File: config.mk
export PLATFORM = sky130hd
export DESIGN_NAME = standard_timer
export DESIGN_NICKNAME = d
export VERILOG_FILES = /design/src/hw/stm_pkg.sv /design/src/hw/standard_timer.sv
export SDC_FILE = /design/constraint.sdc
export NUM_CORES = 1
export LEC_CHECK = 0
export ABC_CLOCK_PERIOD_IN_PS = 2900
export BUFFER_PORTS_ARGS = -buffer_cell sky130_fd_sc_hd__buf_2
export CORE_UTILIZATION = 40
export CTS_CLUSTER_DIAMETER = 60
export DETAILED_ROUTE_END_ITERATION = 6
export PLACE_DENSITY = 0.6
export SKIP_LAST_GASP = 1
export SLEW_MARGIN = 10
export SYNTH_ARGS = -nofsm -noshare
export SYNTH_HDL_FRONTEND = slang
export SYNTH_SLANG_ARGS = --single-unit
export TNS_END_PERCENT = 5
File: constraint.sdc
create_clock -name pclk -period 2.9 [get_ports pclk]
set_clock_uncertainty 0.2 [all_clocks]
set_input_delay 0.145 -clock pclk [delete_from_list [all_inputs] [get_ports pclk]]
set_output_delay 0.145 -clock pclk [all_outputs]
set_load 0.1 [all_outputs]
File: src/hw/stm_pkg.sv
// constants, field layouts and register map of the 10-bit standard timer core
// assumes an APB slave at the top level, single clock pclk, asynchronous active-low reset
// Summary of operation
// - 10-bit up counter advances per selected tick while on and not paused
// - period compare checks counter bits 9..7; full compare checks all ten bits
// - rising edge of module_on zeroes counter; software cannot otherwise alter it
// - module_on low stops counting and holds the counter value
// - counter_pause high freezes counter; low resumes from the frozen value
// - count_clock_select picks sysclk/4, sysclk, high/16, high/64, time base, external edges
// - period value n gives n*128 clocks, zero gives 1024 clocks
// - period value zero lets counter run to 3FF and overflow
// - counter clears on overflow or selected match and signals a timer event
// - module_on rising edge restores output to initial level in output modes
// - mode field: 00 compare, 01 undefined, 10 PWM/single pulse, 11 timer
// - compare mode pin action on full match: none, low, high, toggle
// - PWM mode pin action: force inactive, force active, PWM, single pulse
// - pin action equal to the initial level causes no visible change
// - output_initial_level sets initial level, PWM active level, pulse start level
// - output_invert inverts the pin except in timer/counter and undefined modes
// - period_duty_swap chooses which compare value is period and which duty
// - clear_select picks full match or period match/overflow; ignored in PWM
// - inverse pin always carries the inverse of the timer output pin
// - counter readable as byte pair; full compare value read/write byte pair
// - low bytes pass through one 8-bit buffer moved by high-byte access
// - compare mode with clear_select 0 sets both compare flags on matches
package stm_pkg;

	localparam int unsigned COUNT_WIDTH = 10;
	localparam int unsigned PERIOD_WIDTH = 3;
	localparam int unsigned PERIOD_STEP = 128;
	localparam int unsigned PRESCALE_WIDTH = 6;

	localparam logic [7:0] ADDR_CONTROL_0 = 8'h00;
	localparam logic [7:0] ADDR_CONTROL_1 = 8'h04;
	localparam logic [7:0] ADDR_COUNT_LOW = 8'h08;
	localparam logic [7:0] ADDR_COUNT_HIGH = 8'h0C;
	localparam logic [7:0] ADDR_COMPARE_LOW = 8'h10;
	localparam logic [7:0] ADDR_COMPARE_HIGH = 8'h14;
	localparam logic [7:0] ADDR_FLAGS = 8'h18;

	localparam logic [7:0] CONTROL_0_RESET = 8'h00;
	localparam logic [7:0] CONTROL_1_RESET = 8'h00;
	localparam logic [9:0] COMPARE_RESET = 10'h000;
	localparam logic [9:0] COUNT_MAX = 10'h3FF;

	localparam int unsigned FLAG_FULL_BIT = 0;
	localparam int unsigned FLAG_PERIOD_BIT = 1;

	// divider taps on the free prescaler
	localparam logic [5:0] DIV4_MASK = 6'h03;
	localparam logic [5:0] DIV16_MASK = 6'h0F;
	localparam logic [5:0] DIV64_MASK = 6'h3F;

	typedef enum logic [2:0] {
		CLK_SYS_DIV4 = 3'h0,
		CLK_SYS = 3'h1,
		CLK_HIGH_DIV16 = 3'h2,
		CLK_HIGH_DIV64 = 3'h3,
		CLK_TBC_A = 3'h4,
		CLK_TBC_B = 3'h5,
		CLK_EXT_RISE = 3'h6,
		CLK_EXT_FALL = 3'h7
	} clock_select_e;

	typedef enum logic [1:0] {
		MODE_COMPARE = 2'h0,
		MODE_UNDEFINED = 2'h1,
		MODE_PWM = 2'h2,
		MODE_TIMER = 2'h3
	} mode_e;

	typedef struct packed {
		logic counter_pause;
		logic [2:0] count_clock_select;
		logic module_on;
		logic [2:0] period_compare_bits;
	} control_0_s;

	typedef struct packed {
		logic [1:0] operating_mode_field;
		logic [1:0] pin_action_field;
		logic output_initial_level;
		logic output_invert;
		logic period_duty_swap;
		logic clear_select;
	} control_1_s;

endpackage : stm_pkg

File: src/hw/standard_timer.sv
// 10-bit standard timer core with APB register access and two output pins
// assumes APB master with 32-bit data; external count input already routed to this block
//
// Decided for this implementation: the APB register port and the address map.
`timescale 1ns/100ps

module standard_timer
	import stm_pkg::*;
(
	input wire logic pclk,
	input wire logic presetn,
	input wire logic psel,
	input wire logic penable,
	input wire logic pwrite,
	input wire logic [7:0] paddr,
	input wire logic [31:0] pwdata,
	input wire logic [3:0] pstrb,
	output logic [31:0] prdata,
	output logic pready,
	output logic pslverr,
	input wire logic time_base_tick,
	input wire logic external_count_input,
	output logic timer_output_pin,
	output logic timer_output_inverse_pin,
	output logic full_match_event,
	output logic period_match_event,
	output logic timer_clear_event
);

	control_0_s ctrl0;
	control_1_s ctrl1;
	logic [COUNT_WIDTH-1:0] count;
	logic [COUNT_WIDTH-1:0] full_compare_value;
	logic [7:0] low_buffer;
	logic [7:0] snap_low;
	logic [1:0] flags;
	logic [PRESCALE_WIDTH-1:0] prescale;
	logic ext_sync_a;
	logic ext_sync_b;
	logic ext_prev;
	logic on_prev;
	logic out_level;
	logic pulse_done;

	logic setup_phase;
	logic access_phase;
	logic wr_access;
	logic rd_access;
	logic addr_known;
	logic on_rise;
	logic count_tick;
	logic advance;
	logic [COUNT_WIDTH:0] next_count_wide;
	logic [COUNT_WIDTH-1:0] next_count;
	logic overflow;
	logic period_hit;
	logic full_hit;
	logic clear_on_full;
	logic counter_clear;
	logic set_full_flag;
	logic set_period_flag;
	logic [COUNT_WIDTH:0] duty_value;
	logic pwm_active;
	mode_e mode;

	// period value n marks n*128; zero stands for the full 1024 range
	function automatic logic [COUNT_WIDTH:0] period_span(input logic [PERIOD_WIDTH-1:0] bits);
		logic [COUNT_WIDTH:0] span;
		span = {1'b0, bits, 7'h00};
		if (bits == 3'h0)
			span = 11'h400;
		return span;
	endfunction : period_span

	function automatic logic divider_tap(input logic [PRESCALE_WIDTH-1:0] value,
		input logic [PRESCALE_WIDTH-1:0] mask);
		return (value & mask) == mask;
	endfunction : divider_tap

	assign mode = mode_e'(ctrl1.operating_mode_field);

	// APB phases; the slave answers with no wait state
	assign setup_phase = psel && !penable;
	assign access_phase = psel && penable;
	assign wr_access = access_phase && pwrite;
	assign rd_access = access_phase && !pwrite;
	assign pready = 1'b1;

	always_comb
	begin
		unique case (paddr)
			ADDR_CONTROL_0, ADDR_CONTROL_1, ADDR_COUNT_LOW, ADDR_COUNT_HIGH,
			ADDR_COMPARE_LOW, ADDR_COMPARE_HIGH, ADDR_FLAGS:
				addr_known = 1'b1;
			default:
				addr_known = 1'b0;
		endcase
	end

	// read data and error are sampled in setup so that prdata comes from a flip-flop
	always_ff @(posedge pclk or negedge presetn)
	begin
		if (!presetn)
		begin
			prdata <= 32'h0000_0000;
			pslverr <= 1'b0;
			snap_low <= 8'h00;
		end
		else if (setup_phase)
		begin
			pslverr <= !addr_known;
			snap_low <= 8'h00;
			prdata <= 32'h0000_0000;
			unique case (paddr)
				ADDR_CONTROL_0:
					prdata <= {24'h000000, ctrl0};
				ADDR_CONTROL_1:
					prdata <= {24'h000000, ctrl1};
				ADDR_COUNT_LOW, ADDR_COMPARE_LOW:
					prdata <= {24'h000000, low_buffer};
				ADDR_COUNT_HIGH:
				begin
					prdata <= {30'h0000_0000, count[9:8]};
					snap_low <= count[7:0];
				end
				ADDR_COMPARE_HIGH:
				begin
					prdata <= {30'h0000_0000, full_compare_value[9:8]};
					snap_low <= full_compare_value[7:0];
				end
				ADDR_FLAGS:
					prdata <= {30'h0000_0000, flags};
				default:
					prdata <= 32'h0000_0000;
			endcase
		end
	end

	// control registers, reset to all zero
	always_ff @(posedge pclk or negedge presetn)
	begin
		if (!presetn)
		begin
			ctrl0 <= control_0_s'(CONTROL_0_RESET);
			ctrl1 <= control_1_s'(CONTROL_1_RESET);
		end
		else if (wr_access && pstrb[0])
		begin
			if (paddr == ADDR_CONTROL_0)
				ctrl0 <= control_0_s'(pwdata[7:0]);
			if (paddr == ADDR_CONTROL_1)
				ctrl1 <= control_1_s'(pwdata[7:0]);
		end
	end

	// the one low-byte buffer shared by both register pairs
	always_ff @(posedge pclk or negedge presetn)
	begin
		if (!presetn)
			low_buffer <= 8'h00;
		else if (wr_access && pstrb[0] && paddr == ADDR_COMPARE_LOW)
			low_buffer <= pwdata[7:0];
		else if (rd_access && (paddr == ADDR_COUNT_HIGH || paddr == ADDR_COMPARE_HIGH))
			low_buffer <= snap_low;
	end

	always_ff @(posedge pclk or negedge presetn)
	begin
		if (!presetn)
			full_compare_value <= COMPARE_RESET;
		else if (wr_access && pstrb[0] && paddr == ADDR_COMPARE_HIGH)
			full_compare_value <= {pwdata[1:0], low_buffer};
	end

	// count clock sources; the high clock is taken as pclk in this build
	always_ff @(posedge pclk or negedge presetn)
	begin
		if (!presetn)
			prescale <= '0;
		else
			prescale <= prescale + 6'h01;
	end

	always_ff @(posedge pclk or negedge presetn)
	begin
		if (!presetn)
		begin
			ext_sync_a <= 1'b0;
			ext_sync_b <= 1'b0;
			ext_prev <= 1'b0;
		end
		else
		begin
			ext_sync_a <= external_count_input;
			ext_sync_b <= ext_sync_a;
			ext_prev <= ext_sync_b;
		end
	end

	always_comb
	begin
		unique case (clock_select_e'(ctrl0.count_clock_select))
			CLK_SYS_DIV4:
				count_tick = divider_tap(prescale, DIV4_MASK);
			CLK_SYS:
				count_tick = 1'b1;
			CLK_HIGH_DIV16:
				count_tick = divider_tap(prescale, DIV16_MASK);
			CLK_HIGH_DIV64:
				count_tick = divider_tap(prescale, DIV64_MASK);
			CLK_TBC_A, CLK_TBC_B:
				count_tick = time_base_tick;
			CLK_EXT_RISE:
				count_tick = ext_sync_b && !ext_prev;
			CLK_EXT_FALL:
				count_tick = !ext_sync_b && ext_prev;
		endcase
	end

	always_ff @(posedge pclk or negedge presetn)
	begin
		if (!presetn)
			on_prev <= 1'b0;
		else
			on_prev <= ctrl0.module_on;
	end

	assign on_rise = ctrl0.module_on && !on_prev;
	assign advance = ctrl0.module_on && !ctrl0.counter_pause && count_tick;
	assign next_count_wide = {1'b0, count} + 11'h001;
	assign next_count = next_count_wide[COUNT_WIDTH-1:0];

	// matches look at the value the counter is about to take, so n*128 ticks make one period
	assign overflow = advance && count == COUNT_MAX;
	assign period_hit = advance && ctrl0.period_compare_bits != 3'h0
		&& next_count[9:7] == ctrl0.period_compare_bits && next_count[6:0] == 7'h00;
	assign full_hit = advance && full_compare_value != 10'h000
		&& next_count == full_compare_value;

	always_comb
	begin
		if (mode == MODE_PWM)
			clear_on_full = ctrl1.period_duty_swap;
		else
			clear_on_full = ctrl1.clear_select;
	end

	assign counter_clear = overflow || (clear_on_full ? full_hit : period_hit);
	assign set_full_flag = full_hit;
	assign set_period_flag = period_hit && (mode == MODE_PWM || !ctrl1.clear_select);

	always_ff @(posedge pclk or negedge presetn)
	begin
		if (!presetn)
			count <= '0;
		else if (on_rise)
			count <= '0;
		else if (counter_clear)
			count <= '0;
		else if (advance)
			count <= next_count;
	end

	// sticky flags; software writes one to clear, a new match in the same cycle wins
	always_ff @(posedge pclk or negedge presetn)
	begin
		if (!presetn)
			flags <= 2'h0;
		else
		begin
			if (set_full_flag)
				flags[FLAG_FULL_BIT] <= 1'b1;
			else if (wr_access && pstrb[0] && paddr == ADDR_FLAGS && pwdata[FLAG_FULL_BIT])
				flags[FLAG_FULL_BIT] <= 1'b0;
			if (set_period_flag)
				flags[FLAG_PERIOD_BIT] <= 1'b1;
			else if (wr_access && pstrb[0] && paddr == ADDR_FLAGS && pwdata[FLAG_PERIOD_BIT])
				flags[FLAG_PERIOD_BIT] <= 1'b0;
		end
	end

	always_ff @(posedge pclk or negedge presetn)
	begin
		if (!presetn)
		begin
			full_match_event <= 1'b0;
			period_match_event <= 1'b0;
			timer_clear_event <= 1'b0;
		end
		else
		begin
			full_match_event <= set_full_flag;
			period_match_event <= set_period_flag;
			timer_clear_event <= counter_clear;
		end
	end

	// PWM duty comes from whichever compare value is not the period
	always_comb
	begin
		if (ctrl1.period_duty_swap)
			duty_value = period_span(ctrl0.period_compare_bits);
		else
			duty_value = {1'b0, full_compare_value};
	end

	// duty at or above the period stays active for the whole period
	assign pwm_active = {1'b0, count} < duty_value;

	// out_level is the level before inversion; in PWM it only holds the initial level as the single-pulse start level
	always_ff @(posedge pclk or negedge presetn)
	begin
		if (!presetn)
		begin
			out_level <= 1'b0;
			pulse_done <= 1'b0;
		end
		else if (on_rise && mode != MODE_TIMER)
		begin
			out_level <= ctrl1.output_initial_level;
			pulse_done <= 1'b0;
		end
		else if (mode == MODE_COMPARE && full_hit)
		begin
			unique case (ctrl1.pin_action_field)
				2'h0:
					out_level <= out_level;
				2'h1:
					out_level <= 1'b0;
				2'h2:
					out_level <= 1'b1;
				2'h3:
					out_level <= !out_level;
			endcase
		end
		else if (mode == MODE_PWM && ctrl1.pin_action_field == 2'h3 && full_hit)
			pulse_done <= 1'b1;
	end

	always_ff @(posedge pclk or negedge presetn)
	begin
		if (!presetn)
		begin
			timer_output_pin <= 1'b0;
			timer_output_inverse_pin <= 1'b1;
		end
		else
		begin
			unique case (mode)
				MODE_COMPARE:
				begin
					timer_output_pin <= out_level ^ ctrl1.output_invert;
					timer_output_inverse_pin <= !(out_level ^ ctrl1.output_invert);
				end
				MODE_PWM:
				begin
					// active level is output_initial_level; inactive is its inverse
					unique case (ctrl1.pin_action_field)
						2'h0:
						begin
							timer_output_pin <= !ctrl1.output_initial_level ^ ctrl1.output_invert;
							timer_output_inverse_pin <= ctrl1.output_initial_level
								^ ctrl1.output_invert;
						end
						2'h1:
						begin
							timer_output_pin <= ctrl1.output_initial_level ^ ctrl1.output_invert;
							timer_output_inverse_pin <= !(ctrl1.output_initial_level
								^ ctrl1.output_invert);
						end
						2'h2:
						begin
							timer_output_pin <= (pwm_active ~^ ctrl1.output_initial_level)
								^ ctrl1.output_invert;
							timer_output_inverse_pin <= !((pwm_active ~^ ctrl1.output_initial_level)
								^ ctrl1.output_invert);
						end
						2'h3:
						begin
							timer_output_pin <= (ctrl0.module_on && !pulse_done
								? out_level : !ctrl1.output_initial_level)
								^ ctrl1.output_invert;
							timer_output_inverse_pin <= !((ctrl0.module_on && !pulse_done
								? out_level : !ctrl1.output_initial_level)
								^ ctrl1.output_invert);
						end
					endcase
				end
				MODE_UNDEFINED, MODE_TIMER:
				begin
					// pin is not used in these modes; it rests low without inversion
					timer_output_pin <= 1'b0;
					timer_output_inverse_pin <= 1'b1;
				end
			endcase
		end
	end

endmodule : standard_timer

-- After elaboration in Yosys (flattened, before gate mapping)
Cells that the tools add are included.
- input bits: 51
- output and inout port bits: 39
- register bits after elaboration: 104
- logic and storage cells: 163
- bitwise logic cells: 6
- $add $sub $neg: 2
- equality and inequality tests: 28
- $lt $le $gt $ge: 1
- reduce and logical (&&, ||, !) cells: 68
- muxes and demuxes: 28
- operators with widths (operator ; count):
    case mux 8 bit (6 select lines) ; 1
    2-to-1 mux 10 bit ; 3
    logical AND 1 bit ; 28
    equality test 8 x 5 -> 1 bit (second input constant) ; 3
    2-to-1 mux 11 bit ; 2
    equality test 8 x 4 -> 1 bit (second input constant) ; 2
    2-to-1 mux 8 bit ; 2
    case mux 8 bit (2 select lines) ; 1
    logical NOT 1 bit ; 15
    2-to-1 mux 1 bit ; 13
    equality test 3 bit (second input constant) ; 4
    less-than comparator 10 x 11 -> 1 bit ; 1
    adder 10 x 1 -> 10 bit (second input constant) ; 1
    equality test 10 bit ; 1
    equality test 10 bit (second input constant) ; 1
    equality test 2 bit (second input constant) ; 5
    nonzero test 10 bit ; 1
    nonzero test 2 bit ; 5
    case mux 1 bit (3 select lines) ; 3
    equality test 8 x 3 -> 1 bit (second input constant) ; 1
    logical NOT 8 bit ; 1
    case mux 1 bit (4 select lines) ; 2
    AND reduction 2 bit ; 4
    logical NOT 7 bit ; 1
    17 further kinds ; 32

-- Depth between registers and ports, before layout
- word-level depth: 11
- depth in mapped cells: 9
- gate-level depth less buffers: 8

-- Worst setup path after synthesis
Ideal clock, no wire load.
- path type: register to register
- start point: register count[0]
- end point: register count[3]
- stages on the path, launching flop included: 10
- arrival time: 2369 ps
- clock period less this slack: 2706 ps
- required time: 2563 ps
- setup time: 137 ps
- slack: 194 ps
- path buffers: 2
- path through: dfrtp_1 buf_4 nand4_4 o21a_1 or4b_1 a211o_1 a2111oi_4 mux2_1 buf_6 nor4_1
- word-level cells in the longest chain between the ends: 8
- elaborated cells between the ends (all ways): 15
- classes of those cells: 1 x add/sub; 3 x eq/ne; 4 x mux; 7 x reduce/logical
- ends and longest elaborated chain (what ; RTL line ; RTL):
    from (decl) ; standard_timer.sv:32 ; logic [COUNT_WIDTH-1:0] count;
    from (signal assigned) ; standard_timer.sv:261 ; count <= next_count;
    adder 10 x 1 -> 10 bit ; standard_timer.sv:230 ; assign next_count_wide = {1'b0, count} + 11'h001;
    equality test 3 bit ; standard_timer.sv:236 ; && next_count[9:7] == ctrl0.period_compare_bits && next_count[6:0] == 7'h00;
    logical AND 1 bit (2 in a row) ; standard_timer.sv:236 ;
    2-to-1 mux 1 bit ; standard_timer.sv:248 ; assign counter_clear = overflow || (clear_on_full ? full_hit : period_hit);
    logical OR 1 bit ; standard_timer.sv:248 ;
    2-to-1 mux 10 bit ; standard_timer.sv:258 ; else if (counter_clear)
    2-to-1 mux 10 bit ; standard_timer.sv:256 ; else if (on_rise)
Parallel ways exist; a longest one is shown, timed or not. The select of a mux whose other input is x is not followed.
A chain may end at the register's enable or synchronous reset.

-- Final worst setup path
- start point: register prescale[0]
- end point: register count[3]
- elaborated cells between the ends (all ways): 16
- classes of those cells: 3 x eq/ne; 4 x mux; 9 x reduce/logical
- RTL lines (what ; RTL line ; RTL):
    from (decl) ; standard_timer.sv:37 ; logic [PRESCALE_WIDTH-1:0] prescale;
    from (signal assigned) ; standard_timer.sv:181 ; prescale <= prescale + 6'h01;
    equality test 6 bit (tied with other cells) ; standard_timer.sv:77 ; return (value & mask) == mask;
    case mux 1 bit (7 select lines) (*) ; standard_timer.sv:202 ; unique case (clock_select_e'(ctrl0.count_clock_select))
    logical AND 1 bit (*) ; standard_timer.sv:229 ; assign advance = ctrl0.module_on && !ctrl0.counter_pause && count_tick;
    logical AND 1 bit (*) ; standard_timer.sv:237 ; assign full_hit = advance && full_compare_value != 10'h000
    logical AND 1 bit (*) ; standard_timer.sv:238 ; && next_count == full_compare_value;
    via full_hit ; standard_timer.sv:57 ; logic full_hit;
    2-to-1 mux 1 bit (*) ; standard_timer.sv:248 ;
    logical OR 1 bit (*) ; standard_timer.sv:248 ;
    2-to-1 mux 10 bit ; standard_timer.sv:258 ;
    2-to-1 mux 10 bit ; standard_timer.sv:256 ;
The timed path passes the listed nets; every way through them passes the cells marked *.

==> results.md <==
* Placer congestion estimate at between 0.8 and 0.9
* DR vias/cell at 5.33
* Post-synth EDFFs at 0
* Layout filler cell count at between 1000 and 1500
* Max-cap viol count at 0
* DR vias at 3725
* Leak pwr at 2.59 nW
* CTS tree: built
* Initial Utilization at between 40% and 50%
* Top-count cell post-synth: dfrtp_1
* Crit path kind: flip-flop to flip-flop
* Hold Vio Cnt, Final at 0
* Launching point of the worst reg2reg path: prescale[0]
* Pre-antenna DRT Iters at 7
* R2r setup slk at ~0.13 ns
* Ports at 90
* Asr flop ratio synth at between 90% and 100%
* Hold path startpoint: paddr[3]
* Fmax at 361 MHz
* Gr ovfl total at 0
* Overall Power at 2.58 mW
* Num Clock Sinks at 80
* Drt drc at 7
* Syn_area_per_cell at just under 10 um2
* Power per cell area at between 400 and 500 mW/mm2
* Global-route wire length before repair at 19.5 mm
* Mapped Area at about 0.0048 mm2
* Total CTS buffers at 9
* Hold slack at between 0.1 and 0.15 ns
* VDD IR max at ~0.49 mV
* Vias in the first global route at between 3000 and 4000
* Top_reg_cell synth: dfrtp_1
* Largest net degree at the start of global routing at just over 80
* Synth area leader: dfrtp_1
* Crit Path Max Fanout at 11
* Max Root-Sink Buffers at 2
* Number of library cell types mapped by synthesis at 59
* Worst EP required at just under 3 ns
* Core Area at between 0.01 and 0.015 mm2
* Die width at approximately 110 um
* Worst-Margin Slew at about 1.0 ns
* Register area at approximately 0.0020 mm2
* GRT Util Overall at 20.5%
* Violated checks: DRC
* Tmin final at 2.77 ns
* Fin. max-slew vios at 0
* Diodes inserted at 0
* Cell count after synthesis at between 400 and 500
* Final WL at 11.7 mm
* Outcome: finished with violations
* Initial DRC count at 208
* Share of cells above drive strength 1 at 20.7%
* Top-area cell type share of the netlist area at approximately two fifths
* Placed Area at 0.00512 mm2
* Post-route cell area at between 0.005 and 0.006 mm2
* Most frequent cells after synthesis: 79 x dfrtp_1, 48 x nand2_1, 44 x o21ai_0
* Initial antenna violation count at 0
* CTS HTree Levels at 3
* Largest cells by area after synthesis: dfrtp_1 41%, mux2_2 5.7%, buf_4 4.7%
* Post-CTS setup buffers at 0
* Final core utilization at between 40% and 50%
* Worst R2R Path Depth at 8
* FF-to-FF End: count[3]
* Worst setup EP type: flip-flop
* Crit path arrival time at around 2.8 ns
* Synth-to-Final Area Change at 15.9%
* CTS root buf: clkbuf_16
* IO Port Bufs at 37
* Final setup TNS at 0 ns
* Die H at 111 um
* RSZ-0062 raised after global routing: true
* Hold Path Sink: flags[1]
* Final Net Count at approximately 620
* DIE AREA at 0.0124 mm2
* Final Setup Violations at 0
* Crit start category: flip-flop
* YS warnings at 0
* Routed Antenna Nets at 0
* Clk_lat worst skew at 0.35 ns
* Period utilization at a little over nine tenths
* Relative slew slack at ~32%
* Worst Hold Depth at 4
* Flop and latch count out of synthesis at 80
* Floorplan row count at 39
* Dpl hpwl at approximately 8.6 mm
* Hold Path Class: input port to flip-flop
* Avg WL per Cell at ~17 um
* CTS clock-pin slew for the worst setup and hold paths at around 0.060 ns
* Area of the multi-input gates at between 0.002 and 0.003 mm2
* Post-synthesis sequential area ratio at 42.0%
## power by group
group	total [mW]	leakage, nW	internal (mW)	switching (mW)
Sequential	1.13	1.06	1.12	0.00547
Clock	1.21	0.149	0.750	0.455
Combinational	0.246	1.38	0.0379	0.208
## critical path, cell delays in order, from the launching register on
cell       delay [ns]
dfrtp_1          0.40
ha_1             0.25
nor3_1           0.21
a2111oi_0        0.10
a31o_2           0.28
nor2_1           0.42
a2111oi_4        0.12
mux2_4           0.36
nor4_1           0.30
## flip-flops by register name, indices dropped and copies added, names as in the netlist, 2 cells and up
register and count:
full_compare_value 10, snap_low 8, mode 2, prescale 6
ctrl0 8, low_buffer 8, flags 2, ctrl1 6
count 10, prdata 8
## through the flow
| stage | setup slack [ns] | std cells |
|---|---|---|
| 6_report | 0.133 | 699 |
| 5_1_grt | -0.0132 | 699 |
| 4_1_cts | 0.0429 | 699 |
| 3_5_place_dp | 0.00777 | 674 |
| 3_3_place_gp | 0.0712 | 674 |
| 2_1_floorplan | 0.194 | 518 |
## how the worst max path moves through the flow
| stage | end | cells after the start | from | slack (ns) |
|---|---|---|---|---|
| after floorplan | count[3] | 9 | count[0] | 0.19 |
| after global routing | out_level | 9 | count[1] | -0.01 |
| final | count[3] | 8 | prescale[0] | 0.13 |
| after global placement | count[3] | 9 | count[1] | 0.07 |
| after CTS | count[3] | 7 | count[1] | 0.04 |
| after detailed placement | count[3] | 7 | count[1] | 0.008 |
## layout make-up
cell class / instances / area share, %
Tap cell: 143 / 3.23
Sequential cell: 80 / 36.2
Inverter: 10 / 0.678
Clock buffer: 10 / 4.14
Clock inverter: 5 / 1.47
Multi-Input combinational cell: 377 / 45.4
Timing Repair Buffer: 74 / 8.86
## kinds of logic after synthesis
logic type / count (synthesis) / synth area share [%]
flip-flops: 80 / 42.0
buffers and inverters: 61 / 7.31
multiplexers: 47 / 10.5
XOR/XNOR: 22 / 4.32
AO/OA/AOI/OAI: 112 / 15.4
adder cells (fa/ha/maj): 13 / 3.35
AND/OR/NAND/NOR: 158 / 17.0
other: 2 / 0.157
## layer usage
layer	vias up	wire length, um	GRT usage, %
li1	1822	-	-
met1	1781	5560	27.5
met2	106	5380	32.3
met3	16	521	4.87
met4	0	279	7.30
met5	-	0	0
## cells in the final DEF (no fill, tap or decap), drive strengths merged, types with 2 or more instances in the layout
master and n:
a2111oi 3, a21boi 5, a21o 6, a21oi 20, a22oi 9, a31o 3, a31oi 3, a32oi 2
and3 6, buf 64, bufinv 2, clkbuf 10, conb 25, dfrtp 79, dlygate4sd3 10, ha 12
inv 11, mux2 25, mux2i 22, nand2 48, nand2b 13, nand3 9, nand4 7, nor2 27
nor2b 8, nor3 20, nor3b 3, nor4 4, nor4b 2, o2111ai 2, o21a 4, o21ai 44
o21bai 2, o22ai 2, o311ai 2, or2 3, or3 3, xnor2 15, xor2 6
## repair_timing
item,4_1_cts,5_1_grt
pin swaps,0,0
hold buffers,10,0
setup endpoints to repair,8,12
hold endpoints to repair,107,0
resized for setup,1,1
Note: power is estimated with default switching activity, not from simulation.
